`config.mk`:
```
export PLATFORM = sky130hd
export DESIGN_NAME = acbd_decoder
export DESIGN_NICKNAME = d
export VERILOG_FILES = /design/src/acbd_decoder.v /design/src/acbd_sync.v
export VERILOG_INCLUDE_DIRS = /design/src /design/src/src
export SDC_FILE = /design/constraint.sdc
export NUM_CORES = 1
export LEC_CHECK = 0
export BUFFER_PORTS_ARGS = -buffer_cell sky130_fd_sc_hd__buf_2
export CORE_MARGIN = 2
export CORE_UTILIZATION = 49
export DETAILED_ROUTE_END_ITERATION = 10
export GPL_TIMING_DRIVEN = 1
export PLACE_DENSITY = 0.86
export SLEW_MARGIN = 20
export SYNTH_ARGS = -nofsm -noshare
export SYNTH_HDL_FRONTEND = slang
export SYNTH_HIERARCHICAL = 1
export SYNTH_SLANG_ARGS = --single-unit
```
`constraint.sdc`:
```
create_clock -name ref_clk -period 1.9 [get_ports ref_clk]
set_input_delay 0.095 -clock ref_clk [delete_from_list [all_inputs] [get_ports ref_clk]]
set_output_delay 0.095 -clock ref_clk [all_outputs]
set_load 0.02 [all_outputs]
```
`src/acbd_defs.vh`:
```
// Constants for the command byte decoder: field positions, codes, reset values.
`ifndef ACBD_DEFS_VH
`define ACBD_DEFS_VH
`define ACBD_CONV_BIT 7
`define ACBD_CH_MSB 6
`define ACBD_CH_LSB 3
`define ACBD_SCAN_MSB 2
`define ACBD_SCAN_LSB 1
`define ACBD_TEMP_BIT 0
`define ACBD_CK_MSB 5
`define ACBD_CK_LSB 4
`define ACBD_REF_MSB 3
`define ACBD_REF_LSB 2
`define ACBD_AVG_EN_BIT 4
`define ACBD_RST_BIT 3
`define ACBD_SCAN_LOW 2'b00
`define ACBD_SCAN_HIGH 2'b01
`define ACBD_SCAN_REPEAT 2'b10
`define ACBD_SCAN_SINGLE 2'b11
`define ACBD_CK_EXT 2'b11
`define ACBD_PAIR_UNI 2'b10
`define ACBD_PAIR_BI 2'b11
`define ACBD_SETUP_RESET 8'h60
`define ACBD_ZERO_RESET 8'h00
`define ACBD_TOP_CH 4'hf
`endif

```
`src/acbd_decoder.v`:
```
// Command byte decoder for a serial configured multichannel converter.
// How it works
// - Top bit one means conversion byte.
// - Bits six to three give channel N.
// - Bit zero requests temperature first in scan.
// - Scan code 00 converts channels 0..N.
// - Scan code 01 converts N up to top.
// - Scan code 10 repeats N by count.
// - Scan code 11 converts N once.
// - Setup bits select clock and reference modes.
// - Pair target 10/11 routes next byte.
// - Pair target 00/01 writes no pair register.
// - Pair in both registers counts unipolar.
// - Unipolar straight binary, bipolar two's complement.
// - Averaging up to 32, separate repeat count.
// - Averaging only while enable bit set.
// - External clock mode forces averaging off.
// - Reset bit one clears FIFO only.
// - Reset bit zero restores all defaults.
// - Leading bits select byte type.
// - Input sampled on rising serial clock.
// - Defaults zero, setup clock mode 10.
// - Clock modes 10/11 start scan on write.
`timescale 1ns/1ps
`include "acbd_defs.vh"
module acbd_decoder (
	// Clock and reset.
	input wire ref_clk,
	input wire nrst,
	// Serial port pins.
	input wire cs_n,
	input wire sclk,
	input wire din,
	// Conversion start pin, active low.
	input wire convert_start_pin_n,
	// Conversion request fields.
	output reg [3:0] channel_sel,
	output reg [1:0] scan_pattern,
	output reg temp_request,
	// Scan range and count for the converter.
	output reg [3:0] scan_first,
	output reg [3:0] scan_last,
	output reg [7:0] results_per_scan,
	output reg scan_start,
	// Setup fields.
	output reg [1:0] clock_mode,
	output reg [1:0] reference_mode,
	// Averaging fields.
	output reg averaging_enable,
	output reg averaging_active,
	output reg [1:0] average_count,
	output reg [1:0] repeat_count,
	// Pair registers and the resolved pair polarity.
	output reg [7:0] unipolar_pair_reg,
	output reg [7:0] bipolar_pair_reg,
	output reg [7:0] pair_bipolar_fmt,
	// FIFO clear and full register reset pulses.
	output reg fifo_clear,
	output reg regs_reset
);
	localparam ST_CMD = 2'b01;
	localparam ST_DATA = 2'b10;

	// Synchronised pins.
	wire cs_n_s;
	wire sclk_s;
	wire din_s;
	wire cnv_s;

	// Delayed copies for edge detection.
	reg sclk_d_reg;
	reg cnv_d_reg;

	// Receive state and the pending pair target.
	reg [1:0] state_reg;
	reg [1:0] target_reg;
	reg [2:0] bit_cnt_reg;
	reg [6:0] shift_reg;

	// Command registers.
	reg [7:0] conv_reg;
	reg [7:0] setup_reg;
	reg [7:0] avg_reg;

	// Every pin passes two flip-flops before use; all reset high, the idle level of select and start, so the low-resting clock can only fall,
	// so no false edge follows reset.
	acbd_sync u_sync_cs (.ref_clk(ref_clk), .nrst(nrst), .async_in(cs_n), .rst_val(1'b1), .sync_out(cs_n_s));
	acbd_sync u_sync_sclk (.ref_clk(ref_clk), .nrst(nrst), .async_in(sclk), .rst_val(1'b1), .sync_out(sclk_s));
	acbd_sync u_sync_din (.ref_clk(ref_clk), .nrst(nrst), .async_in(din), .rst_val(1'b1), .sync_out(din_s));
	acbd_sync u_sync_cnv (.ref_clk(ref_clk), .nrst(nrst), .async_in(convert_start_pin_n), .rst_val(1'b1),
		.sync_out(cnv_s));

	// Input bits are taken on the rising serial clock while select is low.
	wire sclk_rise = sclk_s & ~sclk_d_reg & ~cs_n_s;
	wire byte_done = sclk_rise && (bit_cnt_reg == 3'h7);
	wire [7:0] rx_byte = {shift_reg, din_s};
	wire cnv_fall = cnv_d_reg & ~cnv_s;

	// Byte type from the leading bits: the first one bit from the top names the
	// register, so a conversion byte ignores everything below its top bit.
	function [3:0] byte_kind;
		input [7:0] b;
		begin
			if (b[`ACBD_CONV_BIT]) begin
				byte_kind = 4'h1;
			end else if (b[6]) begin
				byte_kind = 4'h2;
			end else if (b[5]) begin
				byte_kind = 4'h4;
			end else if (b[4]) begin
				byte_kind = 4'h8;
			end else begin
				byte_kind = 4'h0;
			end
		end
	endfunction

	wire [3:0] kind = byte_kind(rx_byte);
	wire is_conv = kind[0];
	wire is_setup = kind[1];
	wire is_avg = kind[2];
	wire is_rst = kind[3];
	// Bytes with no leading one are not commands and change nothing.
	wire cmd_byte = byte_done && (state_reg == ST_CMD);
	wire data_byte = byte_done && (state_reg == ST_DATA);
	wire fifo_reset = cmd_byte && is_rst && rx_byte[`ACBD_RST_BIT];
	wire full_reset = cmd_byte && is_rst && !rx_byte[`ACBD_RST_BIT];

	// Scan range and result count for a given request.
	function [15:0] scan_plan;
		input [3:0] n;
		input [1:0] mode;
		input [1:0] nscan;
		input temp;
		reg [7:0] cnt;
		reg [3:0] first;
		reg [3:0] last;
		begin
			cnt = 8'h01;
			first = n;
			last = n;
			case (mode)
				`ACBD_SCAN_LOW: begin
					first = 4'h0;
					cnt = {4'h0, n} + 8'h01;
				end
				`ACBD_SCAN_HIGH: begin
					last = `ACBD_TOP_CH;
					cnt = 8'h10 - {4'h0, n};
				end
				`ACBD_SCAN_REPEAT: begin
					cnt = {4'h0, nscan, 2'b00} + 8'h04;
				end
				default: begin
					cnt = 8'h01;
				end
			endcase
			scan_plan = {first, last, cnt + {7'h00, temp}};
		end
	endfunction

	// Plan of the current request, recomputed whenever the request or the repeat count changes.
	wire [15:0] plan = scan_plan(conv_reg[`ACBD_CH_MSB:`ACBD_CH_LSB],
		conv_reg[`ACBD_SCAN_MSB:`ACBD_SCAN_LSB], avg_reg[1:0], conv_reg[`ACBD_TEMP_BIT]);

	// Clock mode decode: bit 0 marks external clocking, bit 1 a start on write.
	function [1:0] ck_decode;
		input [1:0] mode;
		begin
			ck_decode[0] = (mode == `ACBD_CK_EXT);
			ck_decode[1] = mode[1];
		end
	endfunction

	wire [1:0] ck_flags = ck_decode(setup_reg[`ACBD_CK_MSB:`ACBD_CK_LSB]);
	wire ext_clk = ck_flags[0];
	wire write_start = ck_flags[1];
	reg conv_written_reg;

	// Serial front end: the delayed copies find edges one cycle after the
	// synchronisers, and a high select clears the bit count between frames.
	always @(posedge ref_clk or negedge nrst) begin
		if (!nrst) begin
			sclk_d_reg <= 1'b1;
			cnv_d_reg <= 1'b1;
			bit_cnt_reg <= 3'h0;
			shift_reg <= 7'h00;
		end else begin
			sclk_d_reg <= sclk_s;
			cnv_d_reg <= cnv_s;
			if (cs_n_s) begin
				bit_cnt_reg <= 3'h0;
			end else if (sclk_rise) begin
				shift_reg <= rx_byte[6:0];
				// The three-bit count wraps after the eighth bit, so bytes may follow back to back.
				bit_cnt_reg <= bit_cnt_reg + 3'h1;
			end
		end
	end

	// Command state: a setup byte with a pair target claims the next byte.
	// A high select drops a pending data byte, so a cut frame cannot reach a pair register.
	always @(posedge ref_clk or negedge nrst) begin
		if (!nrst) begin
			state_reg <= ST_CMD;
			target_reg <= 2'b00;
		end else if (cs_n_s) begin
			state_reg <= ST_CMD;
		end else if (byte_done) begin
			case (state_reg)
				ST_DATA: begin
					// The data byte itself is taken by the pair registers.
					state_reg <= ST_CMD;
				end
				ST_CMD: begin
					if (is_setup) begin
						target_reg <= rx_byte[1:0];
						if (rx_byte[1]) begin
							state_reg <= ST_DATA;
						end else begin
							state_reg <= ST_CMD;
						end
					end
				end
				default: begin
					state_reg <= ST_CMD;
				end
			endcase
		end
	end

	// Command registers; a full reset command restores the power-up values.
	// Bytes that arrive while a pair data byte is pending never reach them.
	always @(posedge ref_clk or negedge nrst) begin
		if (!nrst) begin
			conv_reg <= `ACBD_ZERO_RESET;
			setup_reg <= `ACBD_SETUP_RESET;
			avg_reg <= `ACBD_ZERO_RESET;
		end else if (full_reset) begin
			conv_reg <= `ACBD_ZERO_RESET;
			setup_reg <= `ACBD_SETUP_RESET;
			avg_reg <= `ACBD_ZERO_RESET;
		end else if (cmd_byte) begin
			if (is_conv) begin
				conv_reg <= rx_byte;
			end
			if (is_setup) begin
				setup_reg <= rx_byte;
			end
			if (is_avg) begin
				avg_reg <= rx_byte;
			end
		end
	end

	// Pair registers take only the data byte that directly follows its setup byte.
	always @(posedge ref_clk or negedge nrst) begin
		if (!nrst) begin
			unipolar_pair_reg <= `ACBD_ZERO_RESET;
			bipolar_pair_reg <= `ACBD_ZERO_RESET;
		end else if (full_reset) begin
			unipolar_pair_reg <= `ACBD_ZERO_RESET;
			bipolar_pair_reg <= `ACBD_ZERO_RESET;
		end else if (data_byte) begin
			if (target_reg == `ACBD_PAIR_UNI) begin
				unipolar_pair_reg <= rx_byte;
			end else begin
				bipolar_pair_reg <= rx_byte;
			end
		end
	end

	// One-cycle pulses for the FIFO and for the start logic.
	// The scan start waits one more cycle so that it leaves with the new request fields.
	always @(posedge ref_clk or negedge nrst) begin
		if (!nrst) begin
			fifo_clear <= 1'b0;
			regs_reset <= 1'b0;
			conv_written_reg <= 1'b0;
		end else begin
			fifo_clear <= fifo_reset;
			regs_reset <= full_reset;
			conv_written_reg <= cmd_byte & is_conv;
		end
	end

	// Registered view of the conversion request and its scan plan.
	// The result count already holds the extra temperature result when one is asked for.
	always @(posedge ref_clk or negedge nrst) begin
		if (!nrst) begin
			channel_sel <= 4'h0;
			scan_pattern <= 2'b00;
			temp_request <= 1'b0;
			scan_first <= 4'h0;
			scan_last <= 4'h0;
			results_per_scan <= 8'h01;
		end else begin
			channel_sel <= conv_reg[`ACBD_CH_MSB:`ACBD_CH_LSB];
			scan_pattern <= conv_reg[`ACBD_SCAN_MSB:`ACBD_SCAN_LSB];
			temp_request <= conv_reg[`ACBD_TEMP_BIT];
			scan_first <= plan[15:12];
			scan_last <= plan[11:8];
			results_per_scan <= plan[7:0];
		end
	end

	// A written request starts a scan in clock modes 10 and 11; in modes 00 and 01
	// only a low pulse on the start pin does.
	wire start_by_write = conv_written_reg & write_start;
	wire start_by_pin = cnv_fall & ~write_start;

	always @(posedge ref_clk or negedge nrst) begin
		if (!nrst) begin
			scan_start <= 1'b0;
		end else begin
			scan_start <= start_by_write | start_by_pin;
		end
	end

	// Registered view of the setup, averaging and pair settings.
	// Clock mode 11 clocks the converter from the serial clock, so averaging is masked there.
	// A pair set in both registers stays unipolar.
	always @(posedge ref_clk or negedge nrst) begin
		if (!nrst) begin
			clock_mode <= 2'b10;
			reference_mode <= 2'b00;
			averaging_enable <= 1'b0;
			averaging_active <= 1'b0;
			average_count <= 2'b00;
			repeat_count <= 2'b00;
			pair_bipolar_fmt <= 8'h00;
		end else begin
			clock_mode <= setup_reg[`ACBD_CK_MSB:`ACBD_CK_LSB];
			reference_mode <= setup_reg[`ACBD_REF_MSB:`ACBD_REF_LSB];
			averaging_enable <= avg_reg[`ACBD_AVG_EN_BIT];
			averaging_active <= avg_reg[`ACBD_AVG_EN_BIT] & ~ext_clk;
			average_count <= avg_reg[3:2];
			repeat_count <= avg_reg[1:0];
			pair_bipolar_fmt <= bipolar_pair_reg & ~unipolar_pair_reg;
		end
	end
endmodule

```
`src/acbd_sync.v`:
```
// Two flip-flop synchroniser for the serial port pins.
`timescale 1ns/1ps
module acbd_sync (
	// Clock and reset.
	input wire ref_clk,
	input wire nrst,
	// Asynchronous level in, synchronised level out.
	input wire async_in,
	input wire rst_val,
	output reg sync_out
);
	reg meta_reg;

	always @(posedge ref_clk or negedge nrst) begin
		if (!nrst) begin
			meta_reg <= 1'b1;
			sync_out <= 1'b1;
		end else begin
			meta_reg <= async_in;
			sync_out <= meta_reg;
		end
	end
endmodule

```
======== Word level (Yosys, flattened, before mapping) ========
Index checks and enable logic that the tools add are counted.
cells by class
  add/subtract/negate cells ............... 5
  equal/unequal tests ..................... 9
  muxes and demuxes ....................... 29
  bitwise logic cells ..................... 15
  reductions and logical operators ........ 24
operator list
  kind                 number
  $mux 8               6
  $mux 4               6
  $pmux 8 s3           1
  $mux 7               3
  $mux 6               3
  $reduce_bool 2->1    8
  $mux 5               3
  $reduce_and 2->1     7
  $mux 2               5
  $add 8x1->8          1
  $and 8x8->8          1
  $eq 2x2->1 const B   4
  $not 8->8            1
  $and 1x1->1          7
  $logic_and 1x1->1    6
  $mux 3               2
  $sub 5x4->6 const A  1
  $add 4x1->5 const B  1
  $add 4x3->5 const B  1
  $not 1->1            5
  $eq 2x1->1 const B   2
  $reduce_and 4->1     1
  $add 3x1->3 const B  1
  $eq 3x3->1 const B   1
  other kinds (5)      5
storage, ports and cells
  bits in registers ....................... 103
  word-level logic and storage cells ...... 118

======== Logic depth before layout (Yosys ltp) ========
Gate-level depths: netlist of run 1.
  word-level depth ........................ 9
  depth in mapped cells ................... 7
  depth with buffers taken out ............ 7

======== By module ========
Netlist of run 1, hierarchy kept.
by module, submodules not included
  module        instances  cells each  area each (µm²)  seq. area each (µm²)
  acbd_decoder  1          288         3510.9           2284.7
  acbd_sync     4          2           52.6             52.6

======== Worst setup path before layout of run 1 ========
No wires, ideal clock.
  path kind ............................... register to register
  from .................................... reg u_sync_sclk.sync_out
  to ...................................... reg setup_reg[3]
  arrival time ............................ 1656 ps
  data required time ...................... 1779 ps
  setup slack ............................. 123 ps
  stages on the path, launching flop included .. 7
  period minus slack after synthesis ...... 1777 ps
  cells stage by stage .................... dfstp_2 -> nor3b_4 -> and4b_4 -> and4_1 -> buf_2 -> o21ai_2 -> a22o_1
between the ends
  word-level cells in the longest chain between the ends .. 8
ends and longest elaborated chain
  what                             RTL line            RTL
  start, declared                  acbd_sync.v:10      output reg sync_out
  start signal, assigned           acbd_sync.v:20      sync_out <= meta_reg;
  $and 1x1->1 (*) (2 in series)    acbd_decoder.v:94   wire sclk_rise = sclk_s & ~sclk_d_reg & ~cs_n_s;
  $logic_and 1x1->1 (*)            acbd_decoder.v:95   wire byte_done = sclk_rise && (bit_cnt_reg == 3'h7);
  $logic_and 1x1->1 (*)            acbd_decoder.v:124  wire cmd_byte = byte_done && (state_reg == ST_CMD);
  $logic_and 1x1->1 (2 in series)  acbd_decoder.v:127  wire full_reset = cmd_byte && is_rst && !rx_byte[`ACBD_RST_BIT];
  $reduce_bool 2->1 (no line)      n/a
  $reduce_and 2->1 (no line)       n/a
  end signal, assigned             acbd_decoder.v:237  setup_reg <= `ACBD_SETUP_RESET;
  end signal, assigned             acbd_decoder.v:241  setup_reg <= `ACBD_SETUP_RESET;
  end signal, assigned             acbd_decoder.v:248  setup_reg <= rx_byte;
  end, declared                    acbd_decoder.v:82   reg [7:0] setup_reg;
Mark *: on every way between the ends. The rest lies on a longest branch, timed or not.
A chain may end at the register's enable or synchronous reset.

======== Final worst setup path of run 1 ========
  from .................................... reg bit_cnt_reg[0]
  to ...................................... reg conv_reg[3]
between the ends
  word-level cells in the longest chain between the ends .. 7
ends and longest elaborated chain
  what                             RTL line            RTL
  start, declared                  acbd_decoder.v:77   reg [2:0] bit_cnt_reg;
  start signal, assigned           acbd_decoder.v:196  bit_cnt_reg <= bit_cnt_reg + 3'h1;
  $eq 3x3->1 (*)                   acbd_decoder.v:95
  $logic_and 1x1->1 (*)            acbd_decoder.v:95
  $logic_and 1x1->1 (*)            acbd_decoder.v:124
  $logic_and 1x1->1 (2 in series)  acbd_decoder.v:127
  $reduce_bool 2->1 (no line)      n/a
  $reduce_and 2->1 (no line)       n/a
  end signal, assigned             acbd_decoder.v:236  conv_reg <= `ACBD_ZERO_RESET;
  end signal, assigned             acbd_decoder.v:240  conv_reg <= `ACBD_ZERO_RESET;
  end signal, assigned             acbd_decoder.v:245  conv_reg <= rx_byte;
  end, declared                    acbd_decoder.v:81   reg [7:0] conv_reg;
Marked as above.

==> results.sh, run 1 <==
export IMPL_outcome="finished clean"
export IMPL_min_period_ns=1.79
export IMPL_netlist_area_sq_um=3720
export IMPL_clk_latency_ns=0.36
export IMPL_diodes=0
export IMPL_cpMaxStageDelayCell="dfrtp_1"
export IMPL_dr_pass1_iters=4
export IMPL_max_slew_margin_rel_pct=61.2
export IMPL_die_y_um=91.1
export IMPL_hpwl_mm=4.62
export IMPL_grt_max_degree=49
export IMPL_hp_class="in -> async"
export IMPL_port_buffers=63
export IMPL_grt_use_total_pct=17.3
export IMPL_clock_path_buffers=2
export IMPL_start_util_pct=51.0
export IMPL_placed_cells=456
export IMPL_avgSynthCellArea_sq_um=12.6
export IMPL_worst_path_buf_inv=1
export IMPL_final_common_cell="dfrtp_1"
export IMPL_cp_end_kind="flop"
export IMPL_arrival_ns=2.06
export IMPL_period_share_pct=94.2
export IMPL_place_ws_ns=0.0877
export IMPL_dieArea_sq_um=8300
export IMPL_instances_no_fill=477
export IMPL_hold_ws_ns=0.276
export IMPL_antenna_found_initial=0
export IMPL_htree_levels=3
export IMPL_die_x_um=91.1
export IMPL_clock_sinks=99
export IMPL_area_delta_synth_final_pct=20.7
export IMPL_crit_type="reg -> reg"
export IMPL_pwr_density_cell_nw_per_um2=867
export IMPL_grt_ovfl_total=0
export IMPL_grt_pass1_vias=2377
export IMPL_cp_max_fo=12
export IMPL_yosysWarnings=6
export IMPL_fin_area_sq_um=4490
export IMPL_place_area_sq_um=4210
export IMPL_cts_setup_buffers=0
export IMPL_cts_clk_slew_worst_paths_ns=0.10
export IMPL_cts_made_buffers=9
export IMPL_drv_slew=0
export IMPL_nNetsFinal=386
export IMPL_vias_per_cell=5.02
export IMPL_grt_pass1_wl_mm=11.2
export IMPL_cts_root_buf="clkbuf_8"
export IMPL_worstPathCellList="ha_1 -> ha_1 -> and4b_4 -> and4_1 -> buf_4 -> o31ai_1"
export IMPL_cts_tree="done"
export IMPL_final_core_util_pct=61.5
export IMPL_peakVddDrop_mv=0.651
export IMPL_drive_above_1_share_pct=31.2
export IMPL_vias=2395
export IMPL_drv_cap=0
export IMPL_layout_setup_ws_ns=0.110
export IMPL_p_leak_nw=2.42
export IMPL_worst_slew_pin_slew_ns=0.583
export IMPL_synth_cells=295
export IMPL_crit_top_cell="ha_1"
export IMPL_fmax_mhz=559
export IMPL_io_pins=66
export IMPL_post_route_drc_count=0
export IMPL_crit_path_max_incr_delay_ns=0.41
export IMPL_fp_row_count=31
export IMPL_drt_iter0_markers=120
export IMPL_nFillCells=605
export IMPL_drt_total_wl_mm=6.53
export IMPL_mostFrequentLayoutCells="83 x dfrtp_1, 62 x buf_2, 39 x nand2_1"
export IMPL_core_sq_um=7290
export IMPL_cpLargestDelayFamily="simple AND/OR/NAND/NOR gates"
export IMPL_wl_per_cell_um=13.7
export IMPL_worstSetupStartpointType="flop"
export IMPL_ant_nets=0
export IMPL_gp_congestion=0.804
export IMPL_hold_violations=0
export IMPL_required_ns=2.17
export IMPL_fin_worst_skew_ns=0.00688
export IMPL_setup_viol=0
## final timing paths
kind / startpoint / endpoint / slack (ns) / cells after the start
hold reg to reg: u_sync_cs/meta_reg$_DFF_PN1_ / u_sync_cs/sync_out$_DFF_PN1_ / 0.35 / 0
min in group ref_clk: u_sync_cs/meta_reg$_DFF_PN1_ / u_sync_cs/sync_out$_DFF_PN1_ / 0.35 / 0
setup / recovery: bit_cnt_reg[0]$_DFFE_PN0P_ / conv_reg[3]$_DFFE_PN0P_ / 0.11 / 6
max in group asynchronous: nrst / u_sync_din/sync_out$_DFF_PN1_ / 1.01 / 3
hold / removal: nrst / average_count[0]$_DFF_PN0_ / 0.28 / 2
setup reg to reg: bit_cnt_reg[0]$_DFFE_PN0P_ / conv_reg[3]$_DFFE_PN0P_ / 0.11 / 6
## report_power, final
| group | switching (mW) | total [mW] | internal (mW) |
|---|---|---|---|
| clock network | 0.738 | 1.37 | 0.634 |
| registers | 0.0905 | 2.27 | 2.17 |
| logic | 0.167 | 0.254 | 0.0875 |
| total | 0.996 | 3.89 | 2.90 |
## timing repair
item	CTS	global route
hold buffers	5	0
endpoints found under the setup margin	0	6
resized for setup	0	5
endpoints found under the hold margin	45	0
## final cells by class
type / instances / area [sq um] / share of cell area [%]
Sequential cell: 99 / 2500 / 55.7
Inverter: 8 / 30.0 / 0.669
Clock buffer: 9 / 124 / 2.76
Multi-Input combinational cell: 177 / 1140 / 25.5
Clock inverter: 7 / 85.1 / 1.90
Tap cell: 99 / 124 / 2.76
Timing Repair Buffer: 78 / 484 / 10.8
## metrics by stage
step                       TNS, ns  total power [mW]
after CTS                        0              3.93
after floorplan                  0              2.41
after global placement           0              2.54
after detailed placement         0              2.54
after global routing      -0.00593              4.06
final                            0              3.89
## worst register-to-register path, stage by stage (launching register included)
cell	delay [ns]
dfrtp_1	0.41
ha_1	0.21
ha_1	0.22
and4b_4	0.23
and4_1	0.22
buf_4	0.19
o31ai_1	0.22
## per-layer routing
layer  wire length (um)  vias to the layer above  track usage [%]  part of all wire (%)
li1                   -                     1144                -                     -
met1               2830                     1169             21.6                    43
met2               3290                       71             28.6                    50
met3                312                       11             4.48                   4.8
met4                 96                        0             7.32                   1.5
met5                  0                        -                0                     0
No activity file was read; power rests on OpenSTA's default activity.
==> run 2: changes to the inputs <==
--- a/config.mk
+++ b/config.mk
@@ -10,7 +10,7 @@
 export CORE_MARGIN = 2
 export CORE_UTILIZATION = 49
 export DETAILED_ROUTE_END_ITERATION = 10
-export GPL_TIMING_DRIVEN = 1
+export GPL_TIMING_DRIVEN = 0
 export PLACE_DENSITY = 0.86
 export SLEW_MARGIN = 20
 export SYNTH_ARGS = -nofsm -noshare
==> results.sh, run 2 (synthesized netlist as in run 1, its figures left out) <==
export IMPL_outcome="finished with violations"
export IMPL_failed_checks="negative setup slack"
export IMPL_final_common_cell="dfrtp_1"
export IMPL_fp_row_count=31
export IMPL_drv_slew=0
export IMPL_die_x_um=91.1
export IMPL_sw_frac_of_total_pct=27.2
export IMPL_fmax_mhz=526
export IMPL_cts_clk_slew_worst_paths_ns=0.10
export IMPL_use_met1_pct=21.4
export IMPL_grt_met3_usage_pct=3.82
export IMPL_p_comb_share_pct=6.8
export IMPL_required_ns=2.19
export IMPL_reg2regPathDepth=7
export IMPL_clock_path_buffers=2
export IMPL_power_switching_mw=1.03
export IMPL_cp_end_kind="flop"
export IMPL_antenna_found_initial=0
export IMPL_place_area_sq_um=4200
export IMPL_fin_area_sq_um=4570
export IMPL_grt_ovfl_total=0
export IMPL_crit_type="reg -> reg"
export IMPL_drt_total_wl_mm=7.03
export IMPL_busiest_layer="met2"
export IMPL_drv_cap=0
export IMPL_p_leak_nw=2.47
export IMPL_post_route_drc_count=0
export IMPL_worstSetupStartpointType="flop"
export IMPL_diodes=0
export IMPL_io_pins=66
export IMPL_period_share_pct=100
export IMPL_cp_max_fo=4
export IMPL_ant_nets=0
export IMPL_p_int_mw=2.77
export IMPL_wl_per_cell_um=14.3
export IMPL_grt_pass1_wl_mm=11.3
export IMPL_setup_viol=1
export IMPL_cts_made_buffers=9
export IMPL_mostFrequentLayoutCells="83 x dfrtp_1, 64 x buf_2, 38 x nand2_1"
export IMPL_hp_class="in -> async"
export IMPL_instances_no_fill=493
export IMPL_peakVddDrop_mv=0.456
export IMPL_drt_iter0_markers=123
export IMPL_min_period_ns=1.90
export IMPL_vias=2478
export IMPL_clk_latency_ns=0.36
export IMPL_vias_per_cell=5.03
export IMPL_dieArea_sq_um=8300
export IMPL_port_buffers=63
export IMPL_dr_pass1_iters=4
export IMPL_htree_levels=3
export IMPL_p_total_mw=3.80
export IMPL_r2r_end="setup_reg[2]$_DFFE_PN0P_"
export IMPL_drive_above_1_share_pct=33.8
export IMPL_cts_root_buf="clkbuf_8"
export IMPL_nNetsFinal=402
export IMPL_die_y_um=91.1
export IMPL_layout_setup_ws_ns=-0.000689
export IMPL_hpwl_mm=4.65
export IMPL_grt_max_degree=78
export IMPL_core_sq_um=7290
export IMPL_rsz0062_at_grt="true"
export IMPL_worstReg2RegStart="u_sync_sclk/sync_out$_DFF_PN1_"
export IMPL_placed_cells=460
export IMPL_gp_congestion=0.845
export IMPL_grt_pass1_vias=2398
export IMPL_clock_sinks=99
export IMPL_met2_usage_pct=28.9
export IMPL_pwr_density_cell_nw_per_um2=831
export IMPL_area_delta_synth_final_pct=23.1
export IMPL_arrival_ns=2.19
export IMPL_regToRegSetupSlack_ns=-0.0007
export IMPL_pwr_share_clk_pct=33.6
export IMPL_start_util_pct=51.0
export IMPL_fin_worst_skew_ns=0.00737
export IMPL_grt_use_total_pct=17.3
export IMPL_hold_violations=0
export IMPL_cts_tree="done"
export IMPL_p_seq_share_pct=59.6
## run 2: routing by layer
layer / share of wire (%) / up-vias
li1: - / 1176
met4: 2.6 / 0
met2: 50 / 80
met5: 0 / -
met3: 5.5 / 18
met1: 42 / 1204
## run 2: power by group through the flow
stage / Combinational [mW] / Sequential [mW] / Clock (mW)
global route: 0.286 / 2.28 / 1.41
detailed placement: 0.235 / 2.30 / 0
global placement: 0.215 / 2.29 / 0
finish: 0.259 / 2.27 / 1.28
floorplan: 0.137 / 2.27 / 0
CTS: 0.248 / 2.26 / 1.31
## run 2: critical path, stage by stage (launching register included)
cell      delay, ns
dfstp_2        0.55
nor3b_4        0.26
buf_4          0.17
nand4b_4       0.17
nor3_4         0.33
buf_4          0.17
nand2_1        0.05
a21oi_1        0.13
## run 2: layout make-up
| class | instances | area [sq um] |
|---|---|---|
| Buffer | 12 | 80.1 |
| Clock buffer | 9 | 124 |
| Clock inverter | 7 | 65.1 |
| Fill cell | 597 | 2720 |
| Inverter | 8 | 30.0 |
| Multi-Input combinational cell | 177 | 1160 |
| Sequential cell | 99 | 2500 |
| Tap cell | 99 | 124 |
| Timing Repair Buffer | 82 | 494 |
## run 2: through the flow
| stage | setup TNS (ns) | util [%] | hold WS [ns] | setup WS [ns] |
|---|---|---|---|---|
| after floorplan | 0 | - | -0.201 | 0.123 |
| after global placement | -8.44 | 57.1 | 0.200 | -0.105 |
| after detailed placement | -1.88 | 57.6 | -0.0493 | -0.0995 |
| after CTS | 0 | 61.2 | 0.125 | 0.0000542 |
| after global routing | -0.450 | 62.7 | 0.148 | -0.107 |
| final | -0.000689 | 62.7 | 0.130 | -0.000689 |
## run 2: how the worst max path moves through the flow
stage / to / cells past startpoint / startpoint
final: setup_reg[2]$_DFFE_PN0P_ / 7 / u_sync_sclk/sync_out$_DFF_PN1_
after global routing: setup_reg[2]$_DFFE_PN0P_ / 7 / u_sync_sclk/sync_out$_DFF_PN1_
after CTS: bipolar_pair_reg[2]$_DFFE_PN0P_ / 7 / u_sync_sclk/sync_out$_DFF_PN1_
after detailed placement: avg_reg[4]$_DFFE_PN0P_ / 6 / u_sync_sclk/sync_out$_DFF_PN1_
after global placement: regs_reset$_DFF_PN0_ / 1 / nrst
after floorplan: setup_reg[3]$_DFFE_PN0P_ / 6 / u_sync_sclk/sync_out$_DFF_PN1_
## run 2: what timing repair did
| item | CTS | global route |
|---|---|---|
| gates resized for setup | 2 | 12 |
| buffers inserted | 3 | 9 |
| endpoints found under the setup margin | 33 | 36 |
| endpoints found under the hold margin | 91 | 0 |
| pin swaps | 1 | 5 |
| gates cloned | 0 | 1 |
| hold buffers | 5 | 0 |
